**src/tpm_regs.vh**
```
`ifndef TPM_REGS_VH
`define TPM_REGS_VH

// ==========================================================
// Register indices; the byte address is four times the index.
`define TPM_IDX_P0_MODE    9'h104
`define TPM_IDX_P0_FFCTL   9'h105
`define TPM_IDX_STATUS     9'h107
`define TPM_IDX_P2_MODE    9'h114
`define TPM_IDX_P3_MODE    9'h11c

// ==========================================================
// Field positions.
`define TPM_MODE_HI        7
`define TPM_MODE_LO        6
`define TPM_PWM_HI         5
`define TPM_PWM_LO         4
`define TPM_HCLK_HI        3
`define TPM_HCLK_LO        2
`define TPM_LCLK_HI        1
`define TPM_LCLK_LO        0
`define TPM_FF_ACT_HI      3
`define TPM_FF_ACT_LO      2
`define TPM_FF_TOG_EN      1
`define TPM_FF_TOG_SRC     0

// ==========================================================
// Codes.
`define TPM_MODE_8BIT      2'h0
`define TPM_MODE_16BIT     2'h1
`define TPM_MODE_PPG       2'h2
`define TPM_MODE_PWM       2'h3
`define TPM_ACT_INVERT     2'h0
`define TPM_ACT_SET        2'h1
`define TPM_ACT_CLEAR      2'h2
`define TPM_ACT_KEEP       2'h3
`define TPM_PWM_RESERVED   2'h0
`define TPM_PWM_LEN64      9'h040
`define TPM_PWM_LEN128     9'h080
`define TPM_PWM_LEN256     9'h100

// ==========================================================
// Reset values.
`define TPM_RST_MODE       8'h00
`define TPM_RST_FFCTL      4'hc

`endif

```
**src/tpm_clock_mux.v**
```verilog
`timescale 1ns/1ps
`default_nettype none
`include "tpm_regs.vh"

module tpm_clock_mux #(
  parameter EXT_ALLOWED = 1
) (
  // Clock and reset
  input  wire       clock,
  input  wire       rst,
  // Pair mode register
  input  wire [7:0] mode_reg,
  // Count sources
  input  wire       ext_in,
  input  wire       tap_one,
  input  wire       tap_four,
  input  wire       tap_sixteen,
  input  wire       tap_256,
  input  wire       low_match,
  input  wire       low_overflow,
  // Count enables
  output reg        low_count_reg,
  output reg        high_count_reg
);

  wire [1:0] mode_sel = mode_reg[`TPM_MODE_HI:`TPM_MODE_LO];
  wire [1:0] lclk_sel = mode_reg[`TPM_LCLK_HI:`TPM_LCLK_LO];
  wire [1:0] hclk_sel = mode_reg[`TPM_HCLK_HI:`TPM_HCLK_LO];
  reg        low_count_next;
  reg        high_count_next;

  always @*
  begin
    case (lclk_sel)
      2'h0:
        // The pin is only wired where the pair has one; else stopped.
        low_count_next = (EXT_ALLOWED != 0) ? ext_in : 1'b0;
      2'h1:    low_count_next = tap_one;
      2'h2:    low_count_next = tap_four;
      2'h3:    low_count_next = tap_sixteen;
      default: low_count_next = 1'b0;
    endcase
  end

  always @*
  begin
    if (mode_sel == `TPM_MODE_16BIT)
    begin
      high_count_next = low_overflow;
    end
    else
    begin
      case (hclk_sel)
        2'h0:    high_count_next = low_match;
        2'h1:    high_count_next = tap_one;
        2'h2:    high_count_next = tap_sixteen;
        2'h3:    high_count_next = tap_256;
        default: high_count_next = 1'b0;
      endcase
    end
  end

  always @(posedge clock)
  begin
    if (rst)
    begin
      low_count_reg  <= 1'b0;
      high_count_reg <= 1'b0;
    end
    else
    begin
      low_count_reg  <= low_count_next;
      high_count_reg <= high_count_next;
    end
  end

endmodule

`default_nettype wire

```
**src/tpm_top.v**
```verilog
// The Avalon-MM interface to the registers was chosen for this implementation.
`timescale 1ns/1ps
`default_nettype none
`include "tpm_regs.vh"

module tpm_top #(
  parameter NPAIR = 2
) (
  // Clock and reset
  input  wire             clock,
  input  wire             rst,
  // Avalon-MM slave
  input  wire [10:0]      avs_address,
  input  wire             avs_read,
  input  wire             avs_write,
  input  wire [31:0]      avs_writedata,
  input  wire [3:0]       avs_byteenable,
  output reg  [31:0]      avs_readdata,
  output reg              avs_waitrequest,
  // Prescaler taps, one-cycle pulses
  input  wire             prescale_tap_one,
  input  wire             prescale_tap_four,
  input  wire             prescale_tap_sixteen,
  input  wire             prescale_tap_256,
  // Pin and counter core events
  input  wire             external_count_input,
  input  wire [NPAIR-1:0] low_match,
  input  wire [NPAIR-1:0] low_overflow,
  input  wire             pair0_low_match,
  input  wire             pair0_high_match,
  // Count enables, index 0 is pair two, index 1 pair three
  output wire [NPAIR-1:0] low_count,
  output wire [NPAIR-1:0] high_count,
  // Pair configuration
  output reg  [2*NPAIR-1:0] pair_operation_mode,
  output reg  [9*NPAIR-1:0] pwm_period_length,
  output reg  [NPAIR-1:0]   programmable_pulse_mode,
  // Flip-flop
  output reg              timer_output_flipflop
);

  // ==========================================================
  // Bus decode.
  wire [8:0] reg_index = avs_address[10:2];
  wire       request   = avs_read | avs_write;
  wire       hit_p0m   = (reg_index == `TPM_IDX_P0_MODE);
  wire       hit_ff    = (reg_index == `TPM_IDX_P0_FFCTL);
  wire       hit_st    = (reg_index == `TPM_IDX_STATUS);
  wire       hit_p2m   = (reg_index == `TPM_IDX_P2_MODE);
  wire       hit_p3m   = (reg_index == `TPM_IDX_P3_MODE);
  // The write lands on the edge where the master sees waitrequest low.
  wire       wr_take   = avs_write & ~avs_waitrequest & avs_byteenable[0];
  // A request held with waitrequest high is taken; read and write share it.
  wire       answer_now = request & avs_waitrequest;

  // ==========================================================
  // Write strobes, one per register.
  // Only byte lane 0 carries register bits; the upper lanes are dropped.
  wire       wr_p0m    = wr_take & hit_p0m;
  wire       wr_ff     = wr_take & hit_ff;
  wire       wr_p2m    = wr_take & hit_p2m;
  wire       wr_p3m    = wr_take & hit_p3m;

  // ==========================================================
  // Registers.
  reg  [7:0] pair0_mode_reg;
  reg  [7:0] pair2_mode_select_reg;
  reg  [7:0] pair3_mode_select_reg;
  reg  [3:0] pair0_flipflop_control_reg;
  reg  [31:0] readdata_next;
  reg        flipflop_next;
  wire [2*NPAIR-1:0] mode_out_next;
  wire [9*NPAIR-1:0] pwm_len_next;
  wire [NPAIR-1:0]   ppg_next;

  wire [1:0] pair0_mode =
    pair0_mode_reg[`TPM_MODE_HI:`TPM_MODE_LO];
  wire [1:0] ff_action =
    avs_writedata[`TPM_FF_ACT_HI:`TPM_FF_ACT_LO];
  wire       tog_en  = pair0_flipflop_control_reg[`TPM_FF_TOG_EN];
  wire       tog_src = pair0_flipflop_control_reg[`TPM_FF_TOG_SRC];
  wire [7:0] pair_mode_bus [0:NPAIR-1];

  assign pair_mode_bus[0] = pair2_mode_select_reg;
  assign pair_mode_bus[1] = pair3_mode_select_reg;

  // ==========================================================
  // Toggle request from the selected match pulse.
  // Outside 8-bit timer mode the enable and select bits are ignored,
  // because the match pulses then mean something else to the core.
  wire       mode_8bit   = (pair0_mode == `TPM_MODE_8BIT);
  wire       match_pick  = tog_src ? pair0_high_match
                                   : pair0_low_match;
  wire       toggle_req  = mode_8bit & tog_en & match_pick;

  // ==========================================================
  // Status flags for codes that software must not leave set.
  // A read straight after reset shows the reserved codes flagged.
  wire       p2_pwm_reserved =
    (pair2_mode_select_reg[`TPM_PWM_HI:`TPM_PWM_LO] == `TPM_PWM_RESERVED);
  wire       p3_pwm_reserved =
    (pair3_mode_select_reg[`TPM_PWM_HI:`TPM_PWM_LO] == `TPM_PWM_RESERVED);
  wire       p3_low_forbidden =
    (pair3_mode_select_reg[`TPM_LCLK_HI:`TPM_LCLK_LO] == 2'h0);
  wire [7:0] status_byte = {4'h0, p3_low_forbidden, p3_pwm_reserved,
                            p2_pwm_reserved, timer_output_flipflop};

  // Each register has its own process, so a decode slip on one index
  // can never disturb the contents of another.
  // Pair zero's mode register only gates the flip-flop toggle here;
  // its counting core lives outside this block.
  always @(posedge clock)
  begin
    if (rst)
    begin
      pair0_mode_reg <= `TPM_RST_MODE;
    end
    else if (wr_p0m)
    begin
      pair0_mode_reg <= avs_writedata[7:0];
    end
  end

  always @(posedge clock)
  begin
    if (rst)
    begin
      pair2_mode_select_reg <= `TPM_RST_MODE;
    end
    else if (wr_p2m)
    begin
      pair2_mode_select_reg <= avs_writedata[7:0];
    end
  end

  always @(posedge clock)
  begin
    if (rst)
    begin
      pair3_mode_select_reg <= `TPM_RST_MODE;
    end
    else if (wr_p3m)
    begin
      pair3_mode_select_reg <= avs_writedata[7:0];
    end
  end

  always @(posedge clock)
  begin
    if (rst)
    begin
      pair0_flipflop_control_reg <= `TPM_RST_FFCTL;
    end
    else if (wr_ff)
    begin
      // Plain stores only; a read-modify-write would replay the
      // action field it read back and disturb the flip-flop.
      pair0_flipflop_control_reg <= avs_writedata[3:0];
    end
  end

  // ==========================================================
  // Bus answer: one wait cycle, then data and release together.
  // A request still held after its answer is taken again one cycle
  // later, so the master must drop it at the answering edge.
  always @*
  begin
    readdata_next = 32'h0000_0000;
    if (hit_p0m)
    begin
      readdata_next[7:0] = pair0_mode_reg;
    end
    else if (hit_ff)
    begin
      // Bits 4 to 6 carry nothing and simply read as zero.
      readdata_next[3:0] = pair0_flipflop_control_reg;
    end
    else if (hit_p2m)
    begin
      readdata_next[7:0] = pair2_mode_select_reg;
    end
    else if (hit_p3m)
    begin
      readdata_next[7:0] = pair3_mode_select_reg;
    end
    else if (hit_st)
    begin
      readdata_next[7:0] = status_byte;
    end
  end

  // Waitrequest drops for exactly one cycle per request.
  always @(posedge clock)
  begin
    if (rst)
    begin
      avs_waitrequest <= 1'b1;
    end
    else if (answer_now)
    begin
      avs_waitrequest <= 1'b0;
    end
    else
    begin
      avs_waitrequest <= 1'b1;
    end
  end

  // Read data holds until the next access, so a late look still sees it.
  always @(posedge clock)
  begin
    if (rst)
    begin
      avs_readdata <= 32'h0000_0000;
    end
    else if (answer_now)
    begin
      avs_readdata <= readdata_next;
    end
  end

  // ==========================================================
  // Timer output flip-flop.
  // It resets low; software sets a start level with the action field
  // before it enables match toggles.
  always @*
  begin
    flipflop_next = timer_output_flipflop;
    if (wr_ff)
    begin
      // A software action outranks a match toggle in the same cycle.
      case (ff_action)
        `TPM_ACT_INVERT: flipflop_next = ~timer_output_flipflop;
        `TPM_ACT_SET:    flipflop_next = 1'b1;
        `TPM_ACT_CLEAR:  flipflop_next = 1'b0;
        default:         flipflop_next = timer_output_flipflop;
      endcase
    end
    else if (toggle_req)
    begin
      flipflop_next = ~timer_output_flipflop;
    end
  end

  always @(posedge clock)
  begin
    if (rst)
    begin
      timer_output_flipflop <= 1'b0;
    end
    else
    begin
      timer_output_flipflop <= flipflop_next;
    end
  end

  // ==========================================================
  // Per pair decode and count source selection.
  // Pair two owns the pin input. Pair three's low clock code 00 leaves
  // that timer stopped, the safest answer to a code that software must
  // not set.
  genvar gi;
  generate
    for (gi = 0; gi < NPAIR; gi = gi + 1)
    begin : g_pair
      tpm_clock_mux #(
        .EXT_ALLOWED (gi == 0 ? 1 : 0)
      ) u_mux (
        .clock          (clock),
        .rst            (rst),
        .mode_reg       (pair_mode_bus[gi]),
        .ext_in         (external_count_input),
        .tap_one        (prescale_tap_one),
        .tap_four       (prescale_tap_four),
        .tap_sixteen    (prescale_tap_sixteen),
        .tap_256        (prescale_tap_256),
        .low_match      (low_match[gi]),
        .low_overflow   (low_overflow[gi]),
        .low_count_reg  (low_count[gi]),
        .high_count_reg (high_count[gi])
      );

      wire [1:0] mode_field = pair_mode_bus[gi][`TPM_MODE_HI:`TPM_MODE_LO];
      wire [1:0] pwm_field  = pair_mode_bus[gi][`TPM_PWM_HI:`TPM_PWM_LO];
      reg  [8:0] pwm_len;

      always @*
      begin
        case (pwm_field)
          2'h1:    pwm_len = `TPM_PWM_LEN64;
          2'h2:    pwm_len = `TPM_PWM_LEN128;
          2'h3:    pwm_len = `TPM_PWM_LEN256;
          // The reserved code yields zero so the core can refuse it.
          default: pwm_len = 9'h000;
        endcase
      end

      // Mode and pulse flags pass straight through; only the PWM code
      // needs a table.
      assign mode_out_next[2*gi+1:2*gi] = mode_field;
      assign ppg_next[gi] = (mode_field == `TPM_MODE_PPG);
      assign pwm_len_next[9*gi+8:9*gi] = pwm_len;
    end
  endgenerate

  // Pair outputs trail the mode registers by one cycle, so the cores
  // see clean levels with no decode glitches.
  always @(posedge clock)
  begin
    if (rst)
    begin
      pair_operation_mode <= {2*NPAIR{1'b0}};
    end
    else
    begin
      pair_operation_mode <= mode_out_next;
    end
  end

  always @(posedge clock)
  begin
    if (rst)
    begin
      pwm_period_length <= {9*NPAIR{1'b0}};
    end
    else
    begin
      pwm_period_length <= pwm_len_next;
    end
  end

  always @(posedge clock)
  begin
    if (rst)
    begin
      programmable_pulse_mode <= {NPAIR{1'b0}};
    end
    else
    begin
      programmable_pulse_mode <= ppg_next;
    end
  end

endmodule

`default_nettype wire

```
**config.mk**
```make
export PLATFORM = sky130hd
export DESIGN_NAME = tpm_top
export DESIGN_NICKNAME = d
export VERILOG_FILES = /design/src/tpm_clock_mux.v /design/src/tpm_top.v
export VERILOG_INCLUDE_DIRS = /design/src
export SDC_FILE = /design/constraint.sdc
export NUM_CORES = 1
export LEC_CHECK = 0
export BUFFER_PORTS_ARGS = -buffer_cell sky130_fd_sc_hd__buf_2
export CAP_MARGIN = 5
export CORE_MARGIN = 8
export CORE_UTILIZATION = 32
export CTS_BUF_LIST = sky130_fd_sc_hd__clkbuf_2 sky130_fd_sc_hd__clkbuf_4 sky130_fd_sc_hd__clkbuf_8
export DETAILED_ROUTE_END_ITERATION = 8
export GPL_TIMING_DRIVEN = 0
export PLACE_DENSITY = 0.56
export SLEW_MARGIN = 20
export SYNTH_ARGS = -nofsm -noshare
export SYNTH_HDL_FRONTEND = slang
export SYNTH_SLANG_ARGS = --single-unit
```
**constraint.sdc**
```tcl
create_clock -name clock -period 2.5 [get_ports clock]
set_input_delay 0.5 -clock clock [delete_from_list [all_inputs] [get_ports clock]]
set_output_delay 0.5 -clock clock [all_outputs]
set_load 0.1 [all_outputs]
```
==> flow_summary.yaml, run 1 <==
route:
  vias: 2193
  drc: 0
  drt_iter0_drc: 104
  detail-route-antenna-nets: 0
  finalWirelength_um: 7204
  drt-vias-per-instance: 4.430
  firstDrtPassIters: 4
  wl_per_cell_um: 14.55
power_and_ir_drop:
  p_clk_share_pct: 30.0
  p_leak_nw: 1.529
  p_int_mw: 1.262
  power_density_mw_per_mm2: 566.8
  power_mw: 1.946
  peakVddDrop_mv: 0.2418
  switchingPower_mw: 0.6839
  switching_share_pct: 35.15
  combPwrFrac_pct: 25.2
  p_seq_share_pct: 44.8
sta:
  slew_headroom_pct: 46.68
  hold_viol: 0
  finalSetupTns_ns: 0
  fmax_ghz: 0.4426
  finalCriticalPeriod_ns: 2.260
  fin_crit_sh_pct: 90.38
  tightestPinTransition_ns: 0.7939
  setup_violations: 0
  drv_slew: 0
  grt_setup_unrepaired: "no"
  fin_worst_skew_ns: 0.004409
  worst_slack_ns: 0.2404
clock_tree:
  clkSinkCount: 54
  post_cts_buffers: 0
  root_buffer: "clkbuf_8"
  clk_latency_ns: 0.31
  postCtsHoldBufs: 0
  numCtsBuffers: 5
  path_clk_slew_ns: 0.10
  cts_tree: "built"
  htree_num_levels: 2
  ctsLongestPathBuffers: 2
  cts_resized: 0
synthesis:
  synth_cell_type_count: 47
  synthCells: 287
  synth_seq_cells: 54
  synthesis.area_mm2: 0.002773
  synth_edf_count: 0
  synth_ff_type: "dfxtp_1"
  synth_seq_area_share_pct: 38.99
  yosysWarnings: 0
  async_flop_share_pct: 0
  syn_avg_cell_area_um2: 9.661
global_route:
  antenna_found_initial: 0
  grt_max_degree: 17
  grt_pass1_vias: 2129
  grt_usage_pct: 12.24
  grt.overflow.total: 0
  grt_first_pass_wirelength_um: 11210
critical_path:
  crit_required_ns: 2.69
  path_max_fanout: 10
  reg2reg_slack_ns: 0.66
  crit_path_start_kind: "primary input"
  worstSetupPathType: "in2reg"
  critPathArrivalTime_ns: 2.45
  end_kind: "flop"
die:
  die_area_mm2: 0.01190
  core_area_mm2: 0.008551
  num_rows: 34
  ioPinCount: 124
  die_h_um: 109.1
  die_x_um: 109.1
  start_util_pct: 32.43
place:
  hpwl_um: 5832
  dp_slack_ns: -0.09483
  place_inst: 487
  io_buffers: 57
  globalplace.congestion: 0.8477
job:
  max-cap-violations: 0
outcome:
  status: "complete, no violations"
layout:
  insertedDiodeCount: 0
  fin_util_pct: 40.15
  area_growth_pct: 23.83
  final_cell_count_no_fill: 495
  nets: 451
  drive_above_1_share_pct: 30.49
min_path:
  hold_class: "in2reg"
[Yosys cell counts (3+ instances only)]
cell type	count	area [um^2]
a221o_1	3	30.03
nand2_1	7	26.28
a211o_1	3	26.28
a211oi_1	4	30.03
nor3b_1	4	30.03
nand3b_1	3	22.52
nor2_1	44	165.2
nor2b_1	9	56.30
mux4_2	3	67.56
buf_4	40	300.3
mux2i_1	36	360.4
nand2b_1	4	25.02
inv_1	7	26.28
nand4bb_1	3	33.78
nor4_4	3	63.81
and3b_1	3	26.28
nor4_1	6	37.54
dfxtp_1	54	1081
ha_1	3	37.54
clkbuf_1	9	33.78
nor3_1	6	30.03
[worst paths after layout]
check	from	to	cells after the start
setup reg to reg	avs_waitrequest$_SDFF_PP1_	timer_output_flipflop$_SDFFE_PP0P_	5
hold / removal	low_overflow[0]	g_pair[0].u_mux.high_count_reg$_SDFF_PP0_	3
setup / recovery	avs_address[2]	pair3_mode_select_reg[2]$_SDFFE_PP0P_	7
hold reg to reg	avs_readdata[0]$_SDFFE_PP0P_	avs_readdata[0]$_SDFFE_PP0P_	2
[layout by cell type (no fill, tap or decap), types with 4 or more instances in the layout]
cell      synthesis  final
conb_1            1     36
nand2b_1          4      4
buf_4            40     40
nor3_1            6      6
clkbuf_8          0      5
mux2i_1          36     36
buf_2             0     57
dfxtp_1          54     54
a211oi_1          4      4
nand2_1           7      7
nor4_1            6      6
nor2_1           44     44
inv_1             7      7
nor2b_1           9      9
clkbuf_1          9      9
nor3b_1           4      4
[layout make-up]
cell class	instances	area, um^2
Sequential cell	54	1081
Inverter	7	26.28
Timing Repair Buffer	57	285.3
Clock inverter	3	40.04
Multi-Input combinational cell	209	1444
Clock buffer	5	68.82
Buffer	52	352.8
Tap cell	108	135.1
Fill cell	901	5117
[through the flow]
step | instance area, um^2 | hold WS, ns
6_report | 3433 | 0.4262
5_1_grt | 3433 | 0.4243
4_1_cts | 3433 | 0.4238
3_5_place_dp | 3324 | 0.4565
3_3_place_gp | 3324 | 0.4552
2_1_floorplan | 2904 | 0.4296
[worst max-delay path, stage by stage]
cell	delay [ns]
buf_2	0.10
clkbuf_1	0.25
nand4bb_1	0.29
clkbuf_1	0.26
nor4_4	0.73
mux2i_1	0.26
nor2_1	0.05
[power by group through the flow]
stage	clock network (mW)	registers, mW	logic [mW]
CTS	0.600	0.872	0.488
global route	0.636	0.874	0.513
detailed placement	0	0.892	0.488
floorplan	0	0.935	0.374
global placement	0	0.892	0.487
finish	0.583	0.872	0.490
[cell families after synthesis]
group,count (synthesis),synth area share [%]
muxes,42,16.79
AOI/OAI and AO/OA,28,7.852
other,1,0.1352
DFF,54,38.99
buffers and inverters,59,13.67
and+or+nand+nor,100,21.21
adders and majority gates,3,1.354
[per-layer routing]
metal,wire [um],GRT usage [%],up-vias
li1,-,-,1135
met4,106,3.324,0
met3,495,3.487,7
met2,3507,20.80,64
met1,3095,14.71,987
met5,0,0,-
Power figures use the tool's default switching activity.
==> inputs of run 2 (changes only) <==
--- a/config.mk
+++ b/config.mk
@@ -14,6 +14,7 @@
 export DETAILED_ROUTE_END_ITERATION = 8
 export GPL_TIMING_DRIVEN = 0
 export PLACE_DENSITY = 0.56
+export REMOVE_ABC_BUFFERS = 1
 export SLEW_MARGIN = 20
 export SYNTH_ARGS = -nofsm -noshare
 export SYNTH_HDL_FRONTEND = slang
==> run 2 against run 1 <==
Effect of this change:
- non-clock buffer count decreased by 51
- global-route usage decreased by 0.81 points
- sequential share of layout area increased by 3.5 points
- register-to-register slack about the same
- total power decreased by 2.3%
- first-iteration DRC count decreased by 3.8%
- critical endpoint unchanged
- highest routed layer unchanged
==> flow_summary.yaml, run 2 (synthesized netlist as in run 1, its figures left out) <==
sta:
  fin_worst_skew_ns: 0.006251
  finalHoldWorstSlack_ns: 0.4315
  tightestPinTransition_ns: 0.9482
  worst_slack_ns: 0.2411
  grt_setup_unrepaired: "no"
  drv_slew: 0
  fmax_ghz: 0.4427
  hold_viol: 0
  slew_headroom_pct: 36.79
  setup_violations: 0
  fin_crit_sh_pct: 90.36
  finalSetupTns_ns: 0
  finalCriticalPeriod_ns: 2.259
clock_tree:
  postCtsHoldBufs: 0
  htree_num_levels: 2
  ctsLongestPathBuffers: 2
  post_cts_buffers: 0
  root_buffer: "clkbuf_8"
  path_clk_slew_ns: 0.10
  clkSinkCount: 54
  numCtsBuffers: 5
  clk_latency_ns: 0.30
  cts_tree: "built"
  cts_resized: 0
die:
  die_x_um: 109.1
  core_area_mm2: 0.008551
  die_h_um: 109.1
  ioPinCount: 124
  die_area_mm2: 0.01190
  num_rows: 34
  start_util_pct: 32.43
layout:
  insertedDiodeCount: 0
  nets: 400
  area_growth_pct: 11.46
  drive_above_1_share_pct: 23.21
  layout_common_cells: "buf_2 (58), dfxtp_1 (54), nor2_1 (44)"
  final_common_cell: "buf_2"
  final_cell_count_no_fill: 444
route:
  wl_per_cell_um: 15.09
  finalWirelength_um: 6700
  drt-vias-per-instance: 4.696
  drc: 0
  drt_iter0_drc: 100
  vias: 2085
  detail-route-antenna-nets: 0
  firstDrtPassIters: 4
place:
  hpwl_um: 5227
  dp_slack_ns: -0.05548
  io_buffers: 58
  place_inst: 436
  globalplace.congestion: 0.8522
critical_path:
  crit_path_start_kind: "primary input"
  path_max_fanout: 11
  end_kind: "flop"
  worstSetupPathType: "in2reg"
  crit_required_ns: 2.66
  critPathArrivalTime_ns: 2.42
power_and_ir_drop:
  p_leak_nw: 1.293
  peakVddDrop_mv: 0.2339
  power_density_mw_per_mm2: 615.4
global_route:
  grt_pass1_vias: 2155
  grt_first_pass_wirelength_um: 10750
  antenna_found_initial: 0
  grt.overflow.total: 0
  grt_max_degree: 55
  grt_usage_pct: 11.42
outcome:
  status: "complete, no violations"
min_path:
  hold_class: "in2reg"
job:
  max-cap-violations: 0
[run 2: cell types whose count changed in the layout (fill, tap and decap cells not counted), sizes merged]
cell | previous run | this run
buf | 100 | 58
clkinv | 2 | 0
clkinvlp | 0 | 1
clkbuf | 14 | 6
[run 2: area by class of cell]
cell class                      count  area, um^2
Fill cell                         883        5460
Multi-Input combinational cell    209        1444
Sequential cell                    54        1081
Timing Repair Buffer               58       290.3
Tap cell                          108       135.1
Clock buffer                        6       76.32
Clock inverter                      2       37.54
Inverter                            7       26.28
[run 2: worst paths after layout]
| path | start | to | slack [ns] | depth (start not counted) |
|---|---|---|---|---|
| setup / recovery | avs_address[2] | pair3_mode_select_reg[2]$_SDFFE_PP0P_ | 0.24 | 5 |
| hold / removal | low_overflow[1] | g_pair[1].u_mux.high_count_reg$_SDFF_PP0_ | 0.43 | 3 |
| setup reg to reg | avs_waitrequest$_SDFF_PP1_ | timer_output_flipflop$_SDFFE_PP0P_ | 0.66 | 4 |
| hold reg to reg | avs_readdata[0]$_SDFFE_PP0P_ | avs_readdata[0]$_SDFFE_PP0P_ | 0.47 | 2 |
[run 2: layer usage]
metal	routed length (um)	vias to the layer above	GRT usage (%)
li1	-	1033	-
met1	2843	971	13.63
met2	3194	72	19.02
met3	585	9	4.137
met4	76	0	2.835
met5	0	-	0
[run 2: stage by stage]
stage	instance area (um^2)	power, mW	util, %
2_1_floorplan	2551	1.243	-
3_3_place_gp	2977	1.322	34.81
3_5_place_dp	2977	1.324	34.81
4_1_cts	3090	1.917	36.14
5_1_grt	3090	1.970	36.14
6_report	3090	1.902	36.14
[run 2: critical path, stage by stage]
cell       delay [ns]
buf_2            0.19
nand4bb_1        0.56
nor4_4           0.85
mux2i_1          0.27
nor2_1           0.05
[run 2: report_power, final]
part / switching [mW] / internal, mW
combinational: 0.380 / 0.0544
clock: 0.286 / 0.310
sequential: 0.00378 / 0.868
==> inputs of run 3 (changes only) <==
--- a/config.mk
+++ b/config.mk
@@ -8,6 +8,7 @@
 export LEC_CHECK = 0
 export BUFFER_PORTS_ARGS = -buffer_cell sky130_fd_sc_hd__buf_2
 export CAP_MARGIN = 5
+export CORE_ASPECT_RATIO = 0.8
 export CORE_MARGIN = 8
 export CORE_UTILIZATION = 32
 export CTS_BUF_LIST = sky130_fd_sc_hd__clkbuf_2 sky130_fd_sc_hd__clkbuf_4 sky130_fd_sc_hd__clkbuf_8
==> run 3 against run 2 <==
Effect of this change:
- clock power decreased by 13%
- utilization up 0.29 points
- first-iteration DRC count fell by 9.0%
- largest cell class unchanged
- clock-buffer cell count is 1 higher
- critical path type unchanged
- maximum frequency shrank 0.24%
- flip-flop and latch count unchanged
- register-to-register slack hardly changed
- combinational power about the same
==> flow_summary.yaml, run 3 (synthesized netlist as in run 1, its figures left out) <==
outcome:
  status: "complete, no violations"
sta:
  setup_violations: 0
  fin_crit_sh_pct: 90.58
  fmax_ghz: 0.4416
  grt_setup_unrepaired: "no"
  drv_slew: 0
  worst_slack_ns: 0.2356
  slew_headroom_pct: 37.33
  finalHoldWorstSlack_ns: 0.4292
  fin_worst_skew_ns: 0.003914
  finalCriticalPeriod_ns: 2.264
  finalSetupTns_ns: 0
  hold_viol: 0
  tightestPinTransition_ns: 0.9401
route:
  firstDrtPassIters: 4
  drt-vias-per-instance: 4.672
  finalWirelength_um: 7249
  drt_iter0_drc: 91
  vias: 2093
  detail-route-antenna-nets: 0
  drc: 0
  wl_per_cell_um: 16.18
job:
  max-cap-violations: 0
power_and_ir_drop:
  power_density_mw_per_mm2: 594.4
  power_mw: 1.829
  combPwrFrac_pct: 23.9
  p_leak_nw: 1.290
  p_clk_share_pct: 28.4
  switchingPower_mw: 0.6708
  switching_share_pct: 36.68
  peakVddDrop_mv: 0.3115
  p_seq_share_pct: 47.7
  p_int_mw: 1.158
layout:
  final_common_cell: "buf_2"
  insertedDiodeCount: 0
  area_growth_pct: 10.97
  design_area_mm2: 0.003077
  nets: 400
  layout_common_cells: "buf_2 (58), dfxtp_1 (54), nor2_1 (44)"
  drive_above_1_share_pct: 23.21
clock_tree:
  cts_tree: "built"
  path_clk_slew_ns: 0.10
  clk_latency_ns: 0.30
  postCtsHoldBufs: 0
  ctsLongestPathBuffers: 2
  cts_resized: 0
  post_cts_buffers: 0
  numCtsBuffers: 5
  clkSinkCount: 54
  root_buffer: "clkbuf_8"
  htree_num_levels: 2
die:
  ioPinCount: 124
  num_rows: 30
  die_h_um: 99.26
  core_area_mm2: 0.008446
  start_util_pct: 32.83
  die_x_um: 120.1
  die_area_mm2: 0.01192
global_route:
  grt_max_degree: 55
  antenna_found_initial: 0
  grt_pass1_vias: 2121
  grt.overflow.total: 0
  grt_first_pass_wirelength_um: 11400
  grt_usage_pct: 11.99
critical_path:
  end_kind: "flop"
  path_max_fanout: 11
  crit_path_start_kind: "primary input"
  path_cells: "buf_2 > nand4bb_1 > nor4_4 > mux2i_1 > nor2_1"
  critical-path-max-stage-delay_ns: 0.87
  path_buf_inv: 1
  cpMaxStageDelayCell: "nor4_4"
  crit_required_ns: 2.65
  critical_path.top_delay_family: "simple AND/OR/NAND/NOR gates"
  worstSetupPathType: "in2reg"
  critPathArrivalTime_ns: 2.42
place:
  io_buffers: 58
  dpl-instance-area_mm2: 0.002982
  globalplace.congestion: 0.8578
  hpwl_um: 5500
  dp_slack_ns: -0.08958
min_path:
  hold_class: "in2reg"
[run 3: cell types whose count changed in the layout (fill, tap and decap cells not counted), sizes merged]
cell      before  now
clkinv         0    1
clkinvlp       1    0
bufinv         1    0
clkbuf         6    7
[run 3: worst reg2reg max path: stages (launching register included)]
cell and delay [ns]:
dfxtp_1 0.35, nand4b_1 0.31, nor4_4 0.72, mux2i_1 0.26, nor2_1 0.06
[run 3: per-layer routing]
| metal | vias up | track usage, % | wire [um] | share of wire [%] |
|---|---|---|---|---|
| li1 | 1034 | - | - | - |
| met1 | 972 | 16.36 | 3283 | 45 |
| met2 | 83 | 18.22 | 3205 | 44 |
| met3 | 4 | 3.511 | 711 | 9.8 |
| met4 | 0 | 2.586 | 48 | 0.66 |
| met5 | - | 0 | 0 | 0 |
[run 3: per-stage QoR]
stage	util (%)	cells
floorplan	-	270
detailed placement	35.30	440
global placement	35.30	440
CTS	36.43	448
global route	36.43	448
finish	36.43	448
[run 3: worst paths after layout]
path,from,endpoint,slack (ns),cells past startpoint
setup / recovery,avs_address[2],pair3_mode_select_reg[5]$_SDFFE_PP0P_,0.24,5
hold / removal,low_overflow[1],g_pair[1].u_mux.high_count_reg$_SDFF_PP0_,0.43,3
setup reg to reg,avs_waitrequest$_SDFF_PP1_,pair3_mode_select_reg[5]$_SDFFE_PP0P_,0.65,4
hold reg to reg,avs_readdata[0]$_SDFFE_PP0P_,avs_readdata[0]$_SDFFE_PP0P_,0.47,2
[run 3: cell type report]
cell class	instances	area, um^2
fillers	871	5369
repair buffers	58	290.3
clock inverters	1	5.005
inverters	7	26.28
flip-flops and latches	54	1081
multi-input cells	209	1444
clock buffers	7	90.09
well taps	112	140.1
[run 3: power groups by stage]
stage          logic, mW  registers (mW)  clock network (mW)
6_report           0.437           0.872               0.520
5_1_grt            0.453           0.874               0.578
4_1_cts            0.435           0.872               0.542
3_5_place_dp       0.435           0.892                   0
3_3_place_gp       0.433           0.892                   0
2_1_floorplan      0.289           0.954                   0
